[src/shear_seq_pkg_note_unused.sv]
`timescale 1ns/1ps

[src/shear_seq_pkg.sv]
// shared constants and types for the tube mill shear sequencer
// assumes a 32-bit apb register bus and a 50 MHz pclk
package shear_seq_pkg;

   // ----------------------------------------------------------------
   // register byte addresses
   // ----------------------------------------------------------------
   localparam logic [7:0] ADDR_CTRL = 8'h00;
   localparam logic [7:0] ADDR_DUMP_DELAY = 8'h04;
   localparam logic [7:0] ADDR_DUMP_DWELL = 8'h08;
   localparam logic [7:0] ADDR_MIST_COUNT = 8'h0c;
   localparam logic [7:0] ADDR_MIST_DELAY = 8'h10;
   localparam logic [7:0] ADDR_MIST_DWELL = 8'h14;
   localparam logic [7:0] ADDR_TEST_LEN = 8'h18;
   localparam logic [7:0] ADDR_SCRAP_DIST = 8'h1c;
   localparam logic [7:0] ADDR_SHEAR_DWELL = 8'h20;
   localparam logic [7:0] ADDR_STATUS = 8'h24;

   // ----------------------------------------------------------------
   // field positions
   // ----------------------------------------------------------------
   localparam int CTRL_CFLOW_BIT = 0;
   localparam int CTRL_TEST_BIT = 1;
   localparam int ST_SHEAR_BIT = 0;
   localparam int ST_DUMP_BIT = 1;
   localparam int ST_MIST_BIT = 2;
   localparam int ST_SCRAP_SEL_BIT = 3;
   localparam int ST_SCRAP_LOCK_BIT = 4;
   localparam int ST_RUN_BIT = 5;
   localparam int ST_CNT_LSB = 16;

   // ----------------------------------------------------------------
   // reset values and timing
   // ----------------------------------------------------------------
   localparam logic [15:0] TIME_RST = 16'h0000;
   localparam logic [15:0] MIST_COUNT_RST = 16'h0001;
   localparam logic [15:0] SHEAR_DWELL_RST = 16'h0064;
   // preload: counter starts saturated so the first shear mists
   localparam logic [15:0] MIST_CNT_PRELOAD = 16'hffff;
   localparam int TICK_US = 1000;
   localparam int CLK_MHZ = 50;
   localparam int TICK_CYCLES = TICK_US * CLK_MHZ;
   localparam int NUM_CH = 2;
   localparam int CH_DUMP = 0;
   localparam int CH_MIST = 1;

   typedef enum logic [2:0] {
      CH_IDLE = 3'b001,
      CH_DELAY = 3'b010,
      CH_DWELL = 3'b100
   } ch_state_t;

   typedef enum logic [1:0] {
      SH_IDLE = 2'b01,
      SH_DWELL = 2'b10
   } sh_state_t;

   // software settings, times in 1 ms ticks
   typedef struct packed {
      logic cflow;
      logic [15:0] dump_delay;
      logic [15:0] dump_dwell;
      logic [15:0] mist_count;
      logic [15:0] mist_delay;
      logic [15:0] mist_dwell;
      logic [15:0] test_len;
      logic [15:0] scrap_dist;
      logic [15:0] shear_dwell;
   } cfg_t;

endpackage

[src/tube_mill_shear_sequencer.sv]
// shear cycle sequencer: shear dwell, dump table, oil mister, scrap marking
// assumes apb master on pclk; pins are asynchronous and synchronised here;
// shear_cmd and part_end come from the length logic on pclk
//
// What this block does
// - test request acts like scrap sensor
// - dump starts after dump delay expires
// - dump held for the dump dwell, within one tick
// - mist once per programmed shear count
// - mist count zero disables misting
// - mist waits mist delay after dwell
// - mist held for mist dwell
// - test parts use test length setting
// - continuous flow forces auto crop on run
// - no continuous flow, no crop, manual normal
// - mist counter preloaded at power up
// - continuous flow: manual homes or ignored
// - scrap sensor marks part under sensor
// - scrap selector follows current part status, frozen while dumping
`timescale 1ns/1ps
`default_nettype none

module tube_mill_shear_sequencer #(
   parameter int TICK_DIV = shear_seq_pkg::TICK_CYCLES
) (
   input wire logic pclk,
   input wire logic presetn,
   input wire logic psel,
   input wire logic penable,
   input wire logic pwrite,
   input wire logic [7:0] paddr,
   input wire logic [31:0] pwdata,
   output logic [31:0] prdata,
   output logic pready,
   output logic pslverr,
   input wire logic run_mode_pin,
   input wire logic manual_shear_pin,
   input wire logic shear_complete_pin,
   input wire logic scrap_sensor_pin,
   input wire logic shear_cmd,
   input wire logic part_end,
   input wire logic cur_part_scrap,
   output logic shear_out,
   output logic dump_trigger,
   output logic scrap_dump_sel,
   output logic mist_out,
   output logic auto_crop,
   output logic home_ref,
   output logic scrap_mark,
   output logic test_part,
   output logic [15:0] test_part_len,
   output logic scrap_detect_en
);

   // ----------------------------------------------------------------
   // pin synchronisers
   // ----------------------------------------------------------------
   logic [3:0] pin_meta_q;
   logic [3:0] pin_q;
   logic run_prev_q;
   logic man_prev_q;

   always_ff @(posedge pclk or negedge presetn) begin
      if (!presetn) begin
         pin_meta_q <= 4'h0;
         pin_q <= 4'h0;
         {man_prev_q, run_prev_q} <= 2'b00;
      end else begin
         pin_meta_q <= {scrap_sensor_pin, shear_complete_pin, manual_shear_pin, run_mode_pin};
         pin_q <= pin_meta_q;
         {man_prev_q, run_prev_q} <= pin_q[1:0];
      end
   end

   wire logic run_lvl = pin_q[0];
   wire logic complete_lvl = pin_q[2];
   wire logic sensor_lvl = pin_q[3];
   wire logic run_rise = pin_q[0] & ~run_prev_q;
   wire logic run_fall = ~pin_q[0] & run_prev_q;
   wire logic man_rise = pin_q[1] & ~man_prev_q;

   // ----------------------------------------------------------------
   // apb register file
   // ----------------------------------------------------------------
   shear_seq_pkg::cfg_t cfg_q;
   logic [31:0] prdata_q;
   logic test_req_q;

   wire logic setup_ph = psel & ~penable;
   wire logic access_ph = psel & penable;
   wire logic wr_en = access_ph & pwrite;

   function automatic logic addr_known(input logic [7:0] a);
      addr_known = (a <= shear_seq_pkg::ADDR_STATUS) && (a[1:0] == 2'b00);
   endfunction

   // slave never stalls; access phase always completes
   assign pready = 1'b1;
   assign pslverr = access_ph & ~addr_known(paddr);
   assign prdata = prdata_q;

   logic [31:0] status_w;
   logic [31:0] rd_mux;
   logic [15:0] mist_cnt_q;
   logic scrap_lock_q;
   assign status_w = {mist_cnt_q, 10'h000, run_lvl, scrap_lock_q, scrap_dump_sel, mist_out,
                      dump_trigger, shear_out};

   always_comb begin
      rd_mux = 32'h0000_0000;
      unique case (paddr)
         shear_seq_pkg::ADDR_CTRL: rd_mux = {31'h0000_0000, cfg_q.cflow};
         shear_seq_pkg::ADDR_DUMP_DELAY: rd_mux = 32'(cfg_q.dump_delay);
         shear_seq_pkg::ADDR_DUMP_DWELL: rd_mux = 32'(cfg_q.dump_dwell);
         shear_seq_pkg::ADDR_MIST_COUNT: rd_mux = 32'(cfg_q.mist_count);
         shear_seq_pkg::ADDR_MIST_DELAY: rd_mux = 32'(cfg_q.mist_delay);
         shear_seq_pkg::ADDR_MIST_DWELL: rd_mux = 32'(cfg_q.mist_dwell);
         shear_seq_pkg::ADDR_TEST_LEN: rd_mux = 32'(cfg_q.test_len);
         shear_seq_pkg::ADDR_SCRAP_DIST: rd_mux = 32'(cfg_q.scrap_dist);
         shear_seq_pkg::ADDR_SHEAR_DWELL: rd_mux = 32'(cfg_q.shear_dwell);
         shear_seq_pkg::ADDR_STATUS: rd_mux = status_w;
         default: rd_mux = 32'h0000_0000;
      endcase
   end

   always_ff @(posedge pclk or negedge presetn) begin
      if (!presetn) begin
         prdata_q <= 32'h0000_0000;
      end else if (setup_ph && !pwrite) begin
         prdata_q <= rd_mux;
      end
   end

   always_ff @(posedge pclk or negedge presetn) begin
      if (!presetn) begin
         cfg_q.cflow <= 1'b0;
         cfg_q.dump_delay <= shear_seq_pkg::TIME_RST;
         cfg_q.dump_dwell <= shear_seq_pkg::TIME_RST;
         cfg_q.mist_count <= shear_seq_pkg::MIST_COUNT_RST;
         cfg_q.mist_delay <= shear_seq_pkg::TIME_RST;
         cfg_q.mist_dwell <= shear_seq_pkg::TIME_RST;
         cfg_q.test_len <= shear_seq_pkg::TIME_RST;
         cfg_q.scrap_dist <= shear_seq_pkg::TIME_RST;
         cfg_q.shear_dwell <= shear_seq_pkg::SHEAR_DWELL_RST;
      end else if (wr_en) begin
         unique case (paddr)
            shear_seq_pkg::ADDR_CTRL: cfg_q.cflow <= pwdata[shear_seq_pkg::CTRL_CFLOW_BIT];
            shear_seq_pkg::ADDR_DUMP_DELAY: cfg_q.dump_delay <= pwdata[15:0];
            shear_seq_pkg::ADDR_DUMP_DWELL: cfg_q.dump_dwell <= pwdata[15:0];
            shear_seq_pkg::ADDR_MIST_COUNT: cfg_q.mist_count <= pwdata[15:0];
            shear_seq_pkg::ADDR_MIST_DELAY: cfg_q.mist_delay <= pwdata[15:0];
            shear_seq_pkg::ADDR_MIST_DWELL: cfg_q.mist_dwell <= pwdata[15:0];
            shear_seq_pkg::ADDR_TEST_LEN: cfg_q.test_len <= pwdata[15:0];
            shear_seq_pkg::ADDR_SCRAP_DIST: cfg_q.scrap_dist <= pwdata[15:0];
            shear_seq_pkg::ADDR_SHEAR_DWELL: cfg_q.shear_dwell <= pwdata[15:0];
            default: ;
         endcase
      end
   end

   // test request bit is write-one, self clearing, reads as zero
   always_ff @(posedge pclk or negedge presetn) begin
      if (!presetn) begin
         test_req_q <= 1'b0;
      end else begin
         test_req_q <= wr_en && (paddr == shear_seq_pkg::ADDR_CTRL) && pwdata[shear_seq_pkg::CTRL_TEST_BIT];
      end
   end

   // ----------------------------------------------------------------
   // millisecond tick divider
   // ----------------------------------------------------------------
   logic [31:0] div_q;
   wire logic tick = (div_q == 32'(TICK_DIV - 1));

   always_ff @(posedge pclk or negedge presetn) begin
      if (!presetn) begin
         div_q <= 32'h0000_0000;
      end else begin
         div_q <= tick ? 32'h0000_0000 : div_q + 32'h0000_0001;
      end
   end

   // ----------------------------------------------------------------
   // shear cycle
   // ----------------------------------------------------------------
   shear_seq_pkg::sh_state_t sh_q;
   logic [15:0] sh_cnt_q;
   logic shear_done_q;
   logic auto_crop_q;
   logic home_ref_q;

   wire logic crop_now = run_rise & cfg_q.cflow;
   // in continuous flow, manual homes in idle, ignored in run; otherwise manual cuts
   wire logic man_cut = man_rise & ~cfg_q.cflow;
   wire logic man_home = man_rise & cfg_q.cflow & ~run_lvl;
   wire logic sh_start = shear_cmd | man_cut | crop_now;
   // a zero dwell waits for the complete switch alone
   wire logic sh_timeout = (sh_cnt_q == 16'h0000) && (cfg_q.shear_dwell != 16'h0000);
   wire logic sh_end = (sh_q == shear_seq_pkg::SH_DWELL) && (complete_lvl || sh_timeout);

   always_ff @(posedge pclk or negedge presetn) begin
      if (!presetn) begin
         sh_q <= shear_seq_pkg::SH_IDLE;
         sh_cnt_q <= 16'h0000;
      end else begin
         unique case (sh_q)
            shear_seq_pkg::SH_IDLE: if (sh_start) begin
               sh_q <= shear_seq_pkg::SH_DWELL;
               sh_cnt_q <= cfg_q.shear_dwell;
            end
            shear_seq_pkg::SH_DWELL: if (sh_end) begin
               sh_q <= shear_seq_pkg::SH_IDLE;
            end else if (tick && sh_cnt_q != 16'h0000) begin
               sh_cnt_q <= sh_cnt_q - 16'h0001;
            end
         endcase
      end
   end

   always_ff @(posedge pclk or negedge presetn) begin
      if (!presetn) begin
         shear_done_q <= 1'b0;
         auto_crop_q <= 1'b0;
         home_ref_q <= 1'b0;
      end else begin
         shear_done_q <= sh_end;
         auto_crop_q <= crop_now;
         home_ref_q <= man_home;
      end
   end

   assign shear_out = (sh_q == shear_seq_pkg::SH_DWELL);
   assign auto_crop = auto_crop_q;
   assign home_ref = home_ref_q;

   // ----------------------------------------------------------------
   // mist counter
   // ----------------------------------------------------------------
   wire logic [16:0] cnt_inc = {1'b0, mist_cnt_q} + 17'h0_0001;
   wire logic mist_en = (cfg_q.mist_count != 16'h0000);
   wire logic mist_due = shear_done_q & mist_en & (cnt_inc >= {1'b0, cfg_q.mist_count});

   // counter preloaded so first cycle mists
   always_ff @(posedge pclk or negedge presetn) begin
      if (!presetn) begin
         mist_cnt_q <= shear_seq_pkg::MIST_CNT_PRELOAD;
      end else if (shear_done_q && mist_en) begin
         mist_cnt_q <= mist_due ? 16'h0000 : cnt_inc[15:0];
      end
   end

   // ----------------------------------------------------------------
   // delay then dwell channels: dump table and mister
   // ----------------------------------------------------------------
   shear_seq_pkg::ch_state_t ch_q [shear_seq_pkg::NUM_CH];
   logic [15:0] ch_cnt_q [shear_seq_pkg::NUM_CH];
   logic [shear_seq_pkg::NUM_CH-1:0] ch_start;
   logic [15:0] ch_delay [shear_seq_pkg::NUM_CH];
   logic [15:0] ch_dwell [shear_seq_pkg::NUM_CH];

   assign ch_start[shear_seq_pkg::CH_DUMP] = shear_done_q;
   assign ch_start[shear_seq_pkg::CH_MIST] = mist_due;
   assign ch_delay[shear_seq_pkg::CH_DUMP] = cfg_q.dump_delay;
   assign ch_dwell[shear_seq_pkg::CH_DUMP] = cfg_q.dump_dwell;
   assign ch_delay[shear_seq_pkg::CH_MIST] = cfg_q.mist_delay;
   assign ch_dwell[shear_seq_pkg::CH_MIST] = cfg_q.mist_dwell;

   // a start while a channel is busy is dropped; the running cycle finishes
   for (genvar g = 0; g < shear_seq_pkg::NUM_CH; g++) begin : gen_ch
      always_ff @(posedge pclk or negedge presetn) begin
         if (!presetn) begin
            ch_q[g] <= shear_seq_pkg::CH_IDLE;
            ch_cnt_q[g] <= 16'h0000;
         end else begin
            unique case (ch_q[g])
               shear_seq_pkg::CH_IDLE: if (ch_start[g]) begin
                  ch_q[g] <= shear_seq_pkg::CH_DELAY;
                  ch_cnt_q[g] <= ch_delay[g];
               end
               shear_seq_pkg::CH_DELAY: if (ch_cnt_q[g] == 16'h0000) begin
                  ch_q[g] <= shear_seq_pkg::CH_DWELL;
                  ch_cnt_q[g] <= ch_dwell[g];
               end else if (tick) begin
                  ch_cnt_q[g] <= ch_cnt_q[g] - 16'h0001;
               end
               shear_seq_pkg::CH_DWELL: if (ch_cnt_q[g] == 16'h0000) begin
                  ch_q[g] <= shear_seq_pkg::CH_IDLE;
               end else if (tick) begin
                  ch_cnt_q[g] <= ch_cnt_q[g] - 16'h0001;
               end
            endcase
         end
      end
   end

   assign dump_trigger = (ch_q[shear_seq_pkg::CH_DUMP] == shear_seq_pkg::CH_DWELL);
   assign mist_out = (ch_q[shear_seq_pkg::CH_MIST] == shear_seq_pkg::CH_DWELL);

   // ----------------------------------------------------------------
   // scrap marking and dump selector
   // ----------------------------------------------------------------
   logic scrap_mark_q;
   logic scrap_sel_q;
   logic test_part_q;

   // test request stands in for the sensor
   wire logic scrap_seen = sensor_lvl | test_req_q;
   wire logic mark_now = scrap_seen & ~scrap_lock_q;

   // sensor is ignored until the marked part leaves or the line halts
   always_ff @(posedge pclk or negedge presetn) begin
      if (!presetn) begin
         scrap_lock_q <= 1'b0;
         scrap_mark_q <= 1'b0;
         test_part_q <= 1'b0;
      end else begin
         scrap_mark_q <= mark_now;
         test_part_q <= test_req_q;
         if (mark_now) begin
            scrap_lock_q <= 1'b1;
         end else if (part_end || run_fall) begin
            scrap_lock_q <= 1'b0;
         end
      end
   end

   // selector follows current part, frozen while dumping
   always_ff @(posedge pclk or negedge presetn) begin
      if (!presetn) begin
         scrap_sel_q <= 1'b0;
      end else if (!dump_trigger) begin
         scrap_sel_q <= cur_part_scrap;
      end
   end

   assign scrap_mark = scrap_mark_q;
   assign scrap_dump_sel = scrap_sel_q;
   assign test_part = test_part_q;
   assign test_part_len = cfg_q.test_len;
   assign scrap_detect_en = (cfg_q.scrap_dist != 16'h0000);

endmodule

`default_nettype wire

[config.mk]
export PLATFORM = sky130hd
export DESIGN_NAME = tube_mill_shear_sequencer
export DESIGN_NICKNAME = d
export VERILOG_FILES = /design/src/shear_seq_pkg_note_unused.sv /design/src/shear_seq_pkg.sv /design/src/tube_mill_shear_sequencer.sv
export SDC_FILE = /design/constraint.sdc
export NUM_CORES = 1
export LEC_CHECK = 0
export ABC_AREA = 1
export ABC_CLOCK_PERIOD_IN_PS = 3400
export BUFFER_PORTS_ARGS = -buffer_cell sky130_fd_sc_hd__clkbuf_2
export CORE_ASPECT_RATIO = 1.5
export CORE_MARGIN = 10
export CORE_UTILIZATION = 50
export DETAILED_ROUTE_END_ITERATION = 7
export GPL_TIMING_DRIVEN = 1
export PLACE_DENSITY_LB_ADDON = 0.08
export RECOVER_POWER = 50
export SLEW_MARGIN = 5
export SYNTH_ARGS = -nofsm -noshare
export SYNTH_HDL_FRONTEND = slang
export SYNTH_SLANG_ARGS = --single-unit
[constraint.sdc]
create_clock -name pclk -period 3.4 [get_ports pclk]
set_input_delay 0.17 -clock pclk [delete_from_list [all_inputs] [get_ports pclk]]
set_output_delay 0.17 -clock pclk [all_outputs]
set_load 0.01 [all_outputs]
# --- Word-level counts from Yosys, hierarchy flattened ---
# Index checks and enable logic that the tools add are counted.
# Widths: inputs -> output; s select.
word_totals:
  reg_bits: 283
  in_bits: 52
  out_inout_bits: 59
op_classes:
  addsub: 5
  magnitude_cmp: 2
  eq_ne: 30
  muxes: 30
  bitwise: 24
  n_reduce_logical: 36
op_table:
  columns: ["cell", "count"]
  rows:
  - ["$pmux 32 s10", 1]
  - ["$mux 16", 12]
  - ["$pmux 16 s3", 2]
  - ["$reduce_bool 16->1", 4]
  - ["$logic_not 16->1", 3]
  - ["$sub 16x1->16 const B", 3]
  - ["$add 32x1->32 const B", 1]
  - ["$eq 32x16->1 const B", 1]
  - ["$eq 8x5->1 const B", 4]
  - ["$mux 32", 1]
  - ["$pmux 16 s2", 1]
  - ["$reduce_and 2->1", 12]
  - ["$mux 3", 6]
  - ["$pmux 3 s3", 2]
  - ["$add 16x1->17 const B", 1]
  - ["$ge 17x16->1", 1]
  - ["$eq 8x4->1 const B", 2]
  - ["$eq 8x6->1 const B", 2]
  - ["$ne 2x2->1 const B", 8]
  - ["$and 1x1->1", 14]
  - ["$reduce_and 3->1", 3]
  - ["$eq 8x3->1 const B", 1]
  - ["$le 8x6->1 const B", 1]
  - ["$logic_and 1x1->1", 8]
  - ["16 further kinds", 33]

# --- Depth between registers and ports, before layout ---
# Gate-level depths: netlist (run 1).
depth:
  depth_word: 7
  depth_mapped: 24
  ltp_nobuf: 23

# --- Worst setup path before layout (run 1) ---
# Ideal clock, no wire load.
synth_timing:
  path_type: "register to register"
  start: "register mist_cnt_q[0]"
  end: "register ch_cnt_q[10] (netlist name)"
  setup_ns: 0.117
  t_arrival_ns: 2.806
  path_slack_ns: 0.477
  stages_incl_launch_ff: 21
  synth_period_minus_slack_ns: 2.923
  cell_sequence: "dfstp_2 ha_1 nand3_2 nor2_2 nand2_1 nor2_1 xor2_1 inv_1 ha_1 nand2_1 nor3_1 nand4_1 nor2_1 nor2_2 nand3_2 nand2_2 nand2_4 nand2_4 buf_6 nand2_1 nand2_1"
synth_between:
  elab_chain_cells: 5
synth_rtl:
  columns: ["item", "line", "rtl"]
  rows:
  - ["from (decl)", "tube_mill_shear_sequencer.sv:104", "logic [15:0] mist_cnt_q;"]
  - ["from (signal assigned)", "tube_mill_shear_sequencer.sv:247", "mist_cnt_q <= shear_seq_pkg::MIST_CNT_PRELOAD;"]
  - ["from (signal assigned)", "tube_mill_shear_sequencer.sv:249", "mist_cnt_q <= mist_due ? 16'h0000 : cnt_inc[15:0];"]
  - ["$add 16x1->17", "tube_mill_shear_sequencer.sv:240", "wire logic [16:0] cnt_inc = {1'b0, mist_cnt_q} + 17'h0_0001;"]
  - ["$ge 17x16->1", "tube_mill_shear_sequencer.sv:242", "wire logic mist_due = shear_done_q & mist_en & (cnt_inc >= {1'b0, cfg_q.mist_count});"]
  - ["$and 1x1->1", "tube_mill_shear_sequencer.sv:242", null]
  - ["$ne 2x2->1 (no source line)", null, null]
  - ["$reduce_and 2->1 (no source line)", null, null]
  - ["to (signal, indexed assignment)", "tube_mill_shear_sequencer.sv:279", "ch_cnt_q[g] <= ch_delay[g];"]
  - ["to (signal, indexed assignment)", "tube_mill_shear_sequencer.sv:283", "ch_cnt_q[g] <= ch_dwell[g];"]
  - ["to (signal, indexed assignment)", "tube_mill_shear_sequencer.sv:285", "ch_cnt_q[g] <= ch_cnt_q[g] - 16'h0001;"]
  - ["to (decl)", "tube_mill_shear_sequencer.sv:257", "logic [15:0] ch_cnt_q [shear_seq_pkg::NUM_CH];"]
# No other way between the ends.
# A chain may end at the register's enable or synchronous reset.

# --- Worst setup path in the final report (run 1) ---
layout_timing:
  start: "register mist_cnt_q[2]"
  end: "register ch_cnt_q[10] (netlist name)"
# Same word-level chain as after synthesis.

==> results of run 1 <==
[flip-flops by register name, summed over array words and instances, names as in the netlist, 6 cells and up]
| name | count |
|---|---|
| prdata | 32 |
| cfg_q | 113 |
| div_q | 32 |
| test_part_len | 16 |
| ch_q | 6 |
| ch_cnt_q | 32 |
| sh_cnt_q | 16 |
| mist_cnt_q | 16 |
[what timing repair did]
item | 4_1_cts | 5_1_grt
hold buffers | 9 | 0
endpoints found under the hold margin | 84 | 0
resized for setup | 0 | 44
setup buffers | 0 | 11
setup endpoints to repair | 0 | 34
[worst min path at each step]
stage / start / endpoint / slack (ns) / cells after the start
after floorplan: presetn / auto_crop / -0.13 / 0
after global placement: presetn / ch_cnt_q[27] / 0.23 / 1
after detailed placement: presetn / ch_cnt_q[27] / 0.22 / 1
after CTS: paddr[4] / test_req_q / 0.05 / 6
after global routing: paddr[4] / test_req_q / 0.09 / 6
final: paddr[4] / test_req_q / 0.06 / 6
[placed cells by master, fill, tap and decap left out, types with 8 or more instances in the layout]
cell	Yosys	final
a21oi_1	28	28
a221oi_1	14	14
buf_4	18	18
clkbuf_1	42	51
clkbuf_16	0	29
clkbuf_2	0	47
clkbuf_8	0	10
dfrtp_1	260	260
dfstp_2	23	23
dlygate4sd3_1	0	9
ha_1	21	18
inv_1	278	276
nand2_1	554	551
nand2_2	7	10
nand3_1	112	107
nand4_1	31	31
nor2_1	139	134
nor2_2	10	12
nor3_1	30	28
nor3_2	9	8
nor4_1	19	18
o21ai_0	227	227
o22ai_1	31	31
xnor2_1	9	9
xor2_1	44	43
[routing by layer]
layer  up-vias  wire length, µm
met5         -                0
met1      6394            18040
met2       401            23240
li1       6627                -
met3       120             2645
met4         0             2751
[critical path, stage by stage, from the launching register on]
cell	delay (ns)
dfstp_2	0.61
nand3_4	0.10
nor3_4	0.20
inv_2	0.08
nor2_4	0.13
nand3_4	0.12
buf_6	0.14
nor3_4	0.11
xor2_1	0.11
ha_1	0.35
nand4_1	0.11
nor4_1	0.27
nand2_1	0.11
nand3_2	0.12
nand2_2	0.09
nand2_4	0.14
nand2_8	0.08
buf_8	0.16
nand2_1	0.05
nand2_1	0.05
[per-stage QoR]
stage	std cells	hold WS (ns)	setup TNS (ns)
after floorplan	2008	-0.1256	0
after detailed placement	2437	0.2238	0
after global placement	2437	0.2253	0
after global routing	2511	0.09076	-2.000
after CTS	2500	0.04679	0
final	2511	0.06346	0
[power breakdown]
group,internal [µW],switching (µW)
clock network,1940,1400
logic,842,1800
registers,3600,244
total,6380,3440
[kinds of logic after synthesis]
family          share of synthesized area, %
mux                                  0.07340
simple gates                           26.42
xor+xnor                               3.026
compound gates                         12.51
flops                                  46.35
buf+inv                                9.885
other cells                          0.02444
fa+ha+maj                              1.713
[area by class of cell]
cell class	instances	area, µm²	share of cell area [%]
inverter	287	1080	6.230
clock buffer	42	874.6	5.046
timing repair buffer	130	743.2	4.288
tap	400	500.5	2.888
clock inverter	12	127.6	0.7364
multi-input combinational	1357	6895	39.78
sequential	283	7111	41.03
==> results.yml, run 1 <==
run_status:
  status: "complete, but fails checks"
  violations: "capacitance limit, slew limit"
detailed_routing:
  antenna_left: 0
  first_pass_iters: 7
  route.detailed.drc: 0
  vias: 13540
  wl_per_cell_um: 18.59
  via_per_inst: 5.393
  wirelength_um: 46680
  drtIter0Drc: 889
final_layout:
  final_area_um2: 17330
  area_delta_synth_final_pct: 12.98
  drive_gt1_share_pct: 10.37
  num-fill-cells: 2959
  nets: 2161
  antenna_cells: 0
  utilization_pct: 57.29
worst_hold_path:
  hp-class: "primary input to flop"
sta:
  skew_ns: 0.01476
  worst_slack_ns: 0.1467
  max_freq_mhz: 307.4
  tightest_slew_ns: 2.139
  relSlewSlack_pct: -42.63
  slew_violations: 83
  hold_violations: 0
  rsz0062_at_grt: "yes"
  period_needed_ns: 3.253
  timing.final.crit_share_pct: 95.69
  setup_violations: 0
synth:
  synthTopCellsByArea: "dfrtp_1 42%, nand2_1 14%, o21ai_0 7.4%"
  syn_avg_cell_area_um2: 7.640
  yosysMostFrequentCell: "nand2_1"
  yosysTopAreaCell: "dfrtp_1"
  ys_async_sr_fraction_pct: 100.0
  ys_ff_latch: 283
  synth_edf_count: 0
  syn_area_um2: 15340
  yosysTopAreaCellShare_pct: 42.41
  synth_top_flop_cell: "dfrtp_1"
  synth_nets: 2081
  ys.warnings.count: 0
  synth_cell_type_count: 55
  synthTopCellsByCount: "554 x nand2_1, 278 x inv_1, 260 x dfrtp_1, 227 x o21ai_0, 139 x nor2_1"
  ys_seq_area_share_pct: 46.35
  syn-instance-count: 2008
setup_path:
  r2r-end: "ch_cnt_q[10]"
  crit_type: "flop to flop"
  worst_setup_path_end_kind: "flop"
  rr_startpoint: "mist_cnt_q[2]"
  critPathLaunch: "mist_cnt_q[2]"
  ff2ff_path_depth: 19
  critPathRequiredTime_ns: 3.85
  startpoint_type: "flop"
  crit_arrival_ns: 3.71
  worstPathMaxFanout: 8
  endpoint: "ch_cnt_q[10]"
  ff2ff_setup_slack_ns: 0.15
grt:
  antenna_found_initial: 0
  use_met3_pct: 3.829
  grt_max_degree: 91
  grt_use_met2_pct: 41.63
  grt_pass1_vias: 13270
  grt_util_met1_pct: 27.95
  grt_pass1_wl_um: 73060
  gr-total-overflow: 0
  grt-busiest-layer: "met2"
  grt_use_total_pct: 24.10
cts:
  root_buffer: "clkbuf_16"
  htree_levels: 1
  cts_tree: "yes"
  cts_buffers: 29
  clk_pin_slew_ns: 0.06
  clockBufferDepth: 3
  insertion_delay_ns: 0.57
  cts.sinks: 283
pwr:
  leakage_uw: 0.008607
  peakVddDrop_uv: 504.3
  power_uw: 9814
  power_density_nw_per_um2: 566.2
place:
  dpl-instance-area_um2: 16040
  pre_cts_slack_ns: 0.03177
  gp_congestion: 0.9113
  portBuffers: 93
  dp_hpwl_um: 34370
floorplanning:
  pin_count: 111
  die_y_um: 234.5
  rows: 78
  initial_utilization_pct: 50.71
  die_w_um: 163.0
  die_area_um2: 38230
  core_um2: 30250
job:
  cap_violations: 1
No activity file was read; power rests on OpenSTA's default activity.
==> run 2: changes to the inputs <==
CORE_MARGIN = 1   (was 10)
==> run 2 against run 1 <==
Net effect:
- the flow still finishes with violations (capacitance limit, slew limit)
- critical path type unchanged
- design area is 1.5% lower
- clock power is 11% lower
- clock skew is 0.0020 ns lower
==> results.yml, run 2 (synthesis results as in run 1) <==
floorplanning:
  rows: 78
  die_y_um: 216.5
  initial_utilization_pct: 50.71
  pin_count: 111
  die_area_um2: 31400
  core_um2: 30250
  die_w_um: 145.0
detailed_routing:
  drtIter0Drc: 1004
  wirelength_um: 45940
  first_pass_iters: 7
  via_per_inst: 5.403
  wl_per_cell_um: 18.34
  vias: 13530
  antenna_left: 0
  route.detailed.drc: 0
setup_path:
  worstPathMaxFanout: 7
  r2r-end: "ch_q[1]"
  worst_setup_path_end_kind: "flop"
  critPathLaunch: "mist_cnt_q[0]"
  ff2ff_path_depth: 20
  crit_arrival_ns: 3.61
  critPathRequiredTime_ns: 3.84
  crit_type: "flop to flop"
  ff2ff_setup_slack_ns: 0.22
  rr_startpoint: "mist_cnt_q[0]"
  startpoint_type: "flop"
place:
  dp_hpwl_um: 33650
  gp_congestion: 0.9320
  dpl-instance-area_um2: 16060
  portBuffers: 93
  pre_cts_slack_ns: 0.04270
final_layout:
  final_area_um2: 17070
  drive_gt1_share_pct: 10.69
  top_register: "cfg_q"
  final_cell_mix: "554 x nand2_1, 277 x inv_1, 260 x dfrtp_1, 226 x o21ai_0, 135 x nor2_1"
  largest_reg_flops: 113
  antenna_cells: 0
  area_delta_synth_final_pct: 11.29
  nets: 2156
  final_common_cell: "nand2_1"
cts:
  root_buffer: "clkbuf_16"
  clk_pin_slew_ns: 0.07
  clockBufferDepth: 3
  cts_buffers: 28
  cts_tree: "yes"
  htree_levels: 1
  cts.sinks: 283
  insertion_delay_ns: 0.57
grt:
  grt_max_degree: 81
  grt_pass1_vias: 13330
  antenna_found_initial: 0
  grt_pass1_wl_um: 73210
  grt_use_total_pct: 29.76
  gr-total-overflow: 0
sta:
  worst_slack_ns: 0.2225
  tightest_slew_ns: 2.100
  slew_violations: 81
  hold_violations: 0
  relSlewSlack_pct: -40.02
  setup_tns_ns: 0
  timing.final.crit_share_pct: 93.46
  skew_ns: 0.01277
  max_freq_mhz: 314.7
  period_needed_ns: 3.177
  setup_violations: 0
worst_hold_path:
  hp-class: "primary input to flop"
  hold_depth: 3
  min_from: "pwdata[14]"
  hold_end: "test_part_len[14]"
pwr:
  power_density_nw_per_um2: 549.0
  leakage_uw: 0.008580
  peakVddDrop_uv: 515.4
job:
  cap_violations: 1
run_status:
  violations: "capacitance limit, slew limit"
  status: "complete, but fails checks"
-- run 2: area by class of cell --
class / instances / area, µm²
Inverter: 287 / 1080
Multi-Input combinational cell: 1357 / 6823
Timing Repair Buffer: 126 / 714.4
Tap cell: 400 / 500.5
Sequential cell: 283 / 7111
Clock inverter: 13 / 71.32
Clock buffer: 39 / 773.2
Fill cell: 2901 / 13180
-- run 2: how the worst max path moves through the flow --
stage          cells after the start            to  slack (ns)
4_1_cts                           21  ch_cnt_q[15]        0.01
3_5_place_dp                      21  ch_cnt_q[15]        0.04
2_1_floorplan                     20  ch_cnt_q[10]        0.48
6_report                          20       ch_q[1]        0.22
3_3_place_gp                      21   ch_cnt_q[5]        0.12
5_1_grt                           21   ch_cnt_q[2]       -0.02
-- run 2: worst max-delay path: stages, from the launching register on --
cell and delay [ns]:
dfstp_2 0.61, ha_4 0.18, nand3_4 0.09, nor2_4 0.13, nand2_1 0.10, nor2_2 0.15, xor2_1 0.22, inv_1 0.07
ha_1 0.31, nand2_1 0.12, o21bai_1 0.11, nand2_1 0.07, nand4_1 0.08, nand2_1 0.07, nor2_2 0.09, nand3_2 0.11
nand2_2 0.12, nand2_4 0.12, buf_6 0.17, nand2_1 0.05, o21ai_1 0.08
-- run 2: what timing repair did --
action	4_1_cts	5_1_grt
setup buffers	0	5
gates resized for setup	0	22
hold buffers	9	0
endpoints found under the hold margin	84	0
setup endpoints to repair	0	34
-- run 2: stage by stage --
stage	hold WS, ns	instances	total power (µW)	util [%]
final	0.06476	2505	9373	56.43
after global routing	0.06897	2505	9912	56.43
after CTS	0.05052	2500	9379	56.16
after detailed placement	0.2210	2439	6412	53.07
after global placement	0.2267	2439	6377	53.07
after floorplan	-0.1256	2008	5758	-
-- run 2: metal layers --
metal | track usage, % | wire [µm] | part of all wire, % | up-vias
li1 | - | - | - | 6604
met2 | 52.47 | 23160 | 50 | 403
met4 | 16.91 | 2556 | 5.6 | 0
met5 | 0 | 0 | 0 | -
met1 | 34.92 | 17990 | 39 | 6414
met3 | 3.684 | 2230 | 4.9 | 113
-- run 2: power by group --
part	total [µW]	internal, µW	switching, µW
combinational	2560	783	1780
clock	2960	1590	1370
sequential	3850	3600	253
total	9370	5970	3410
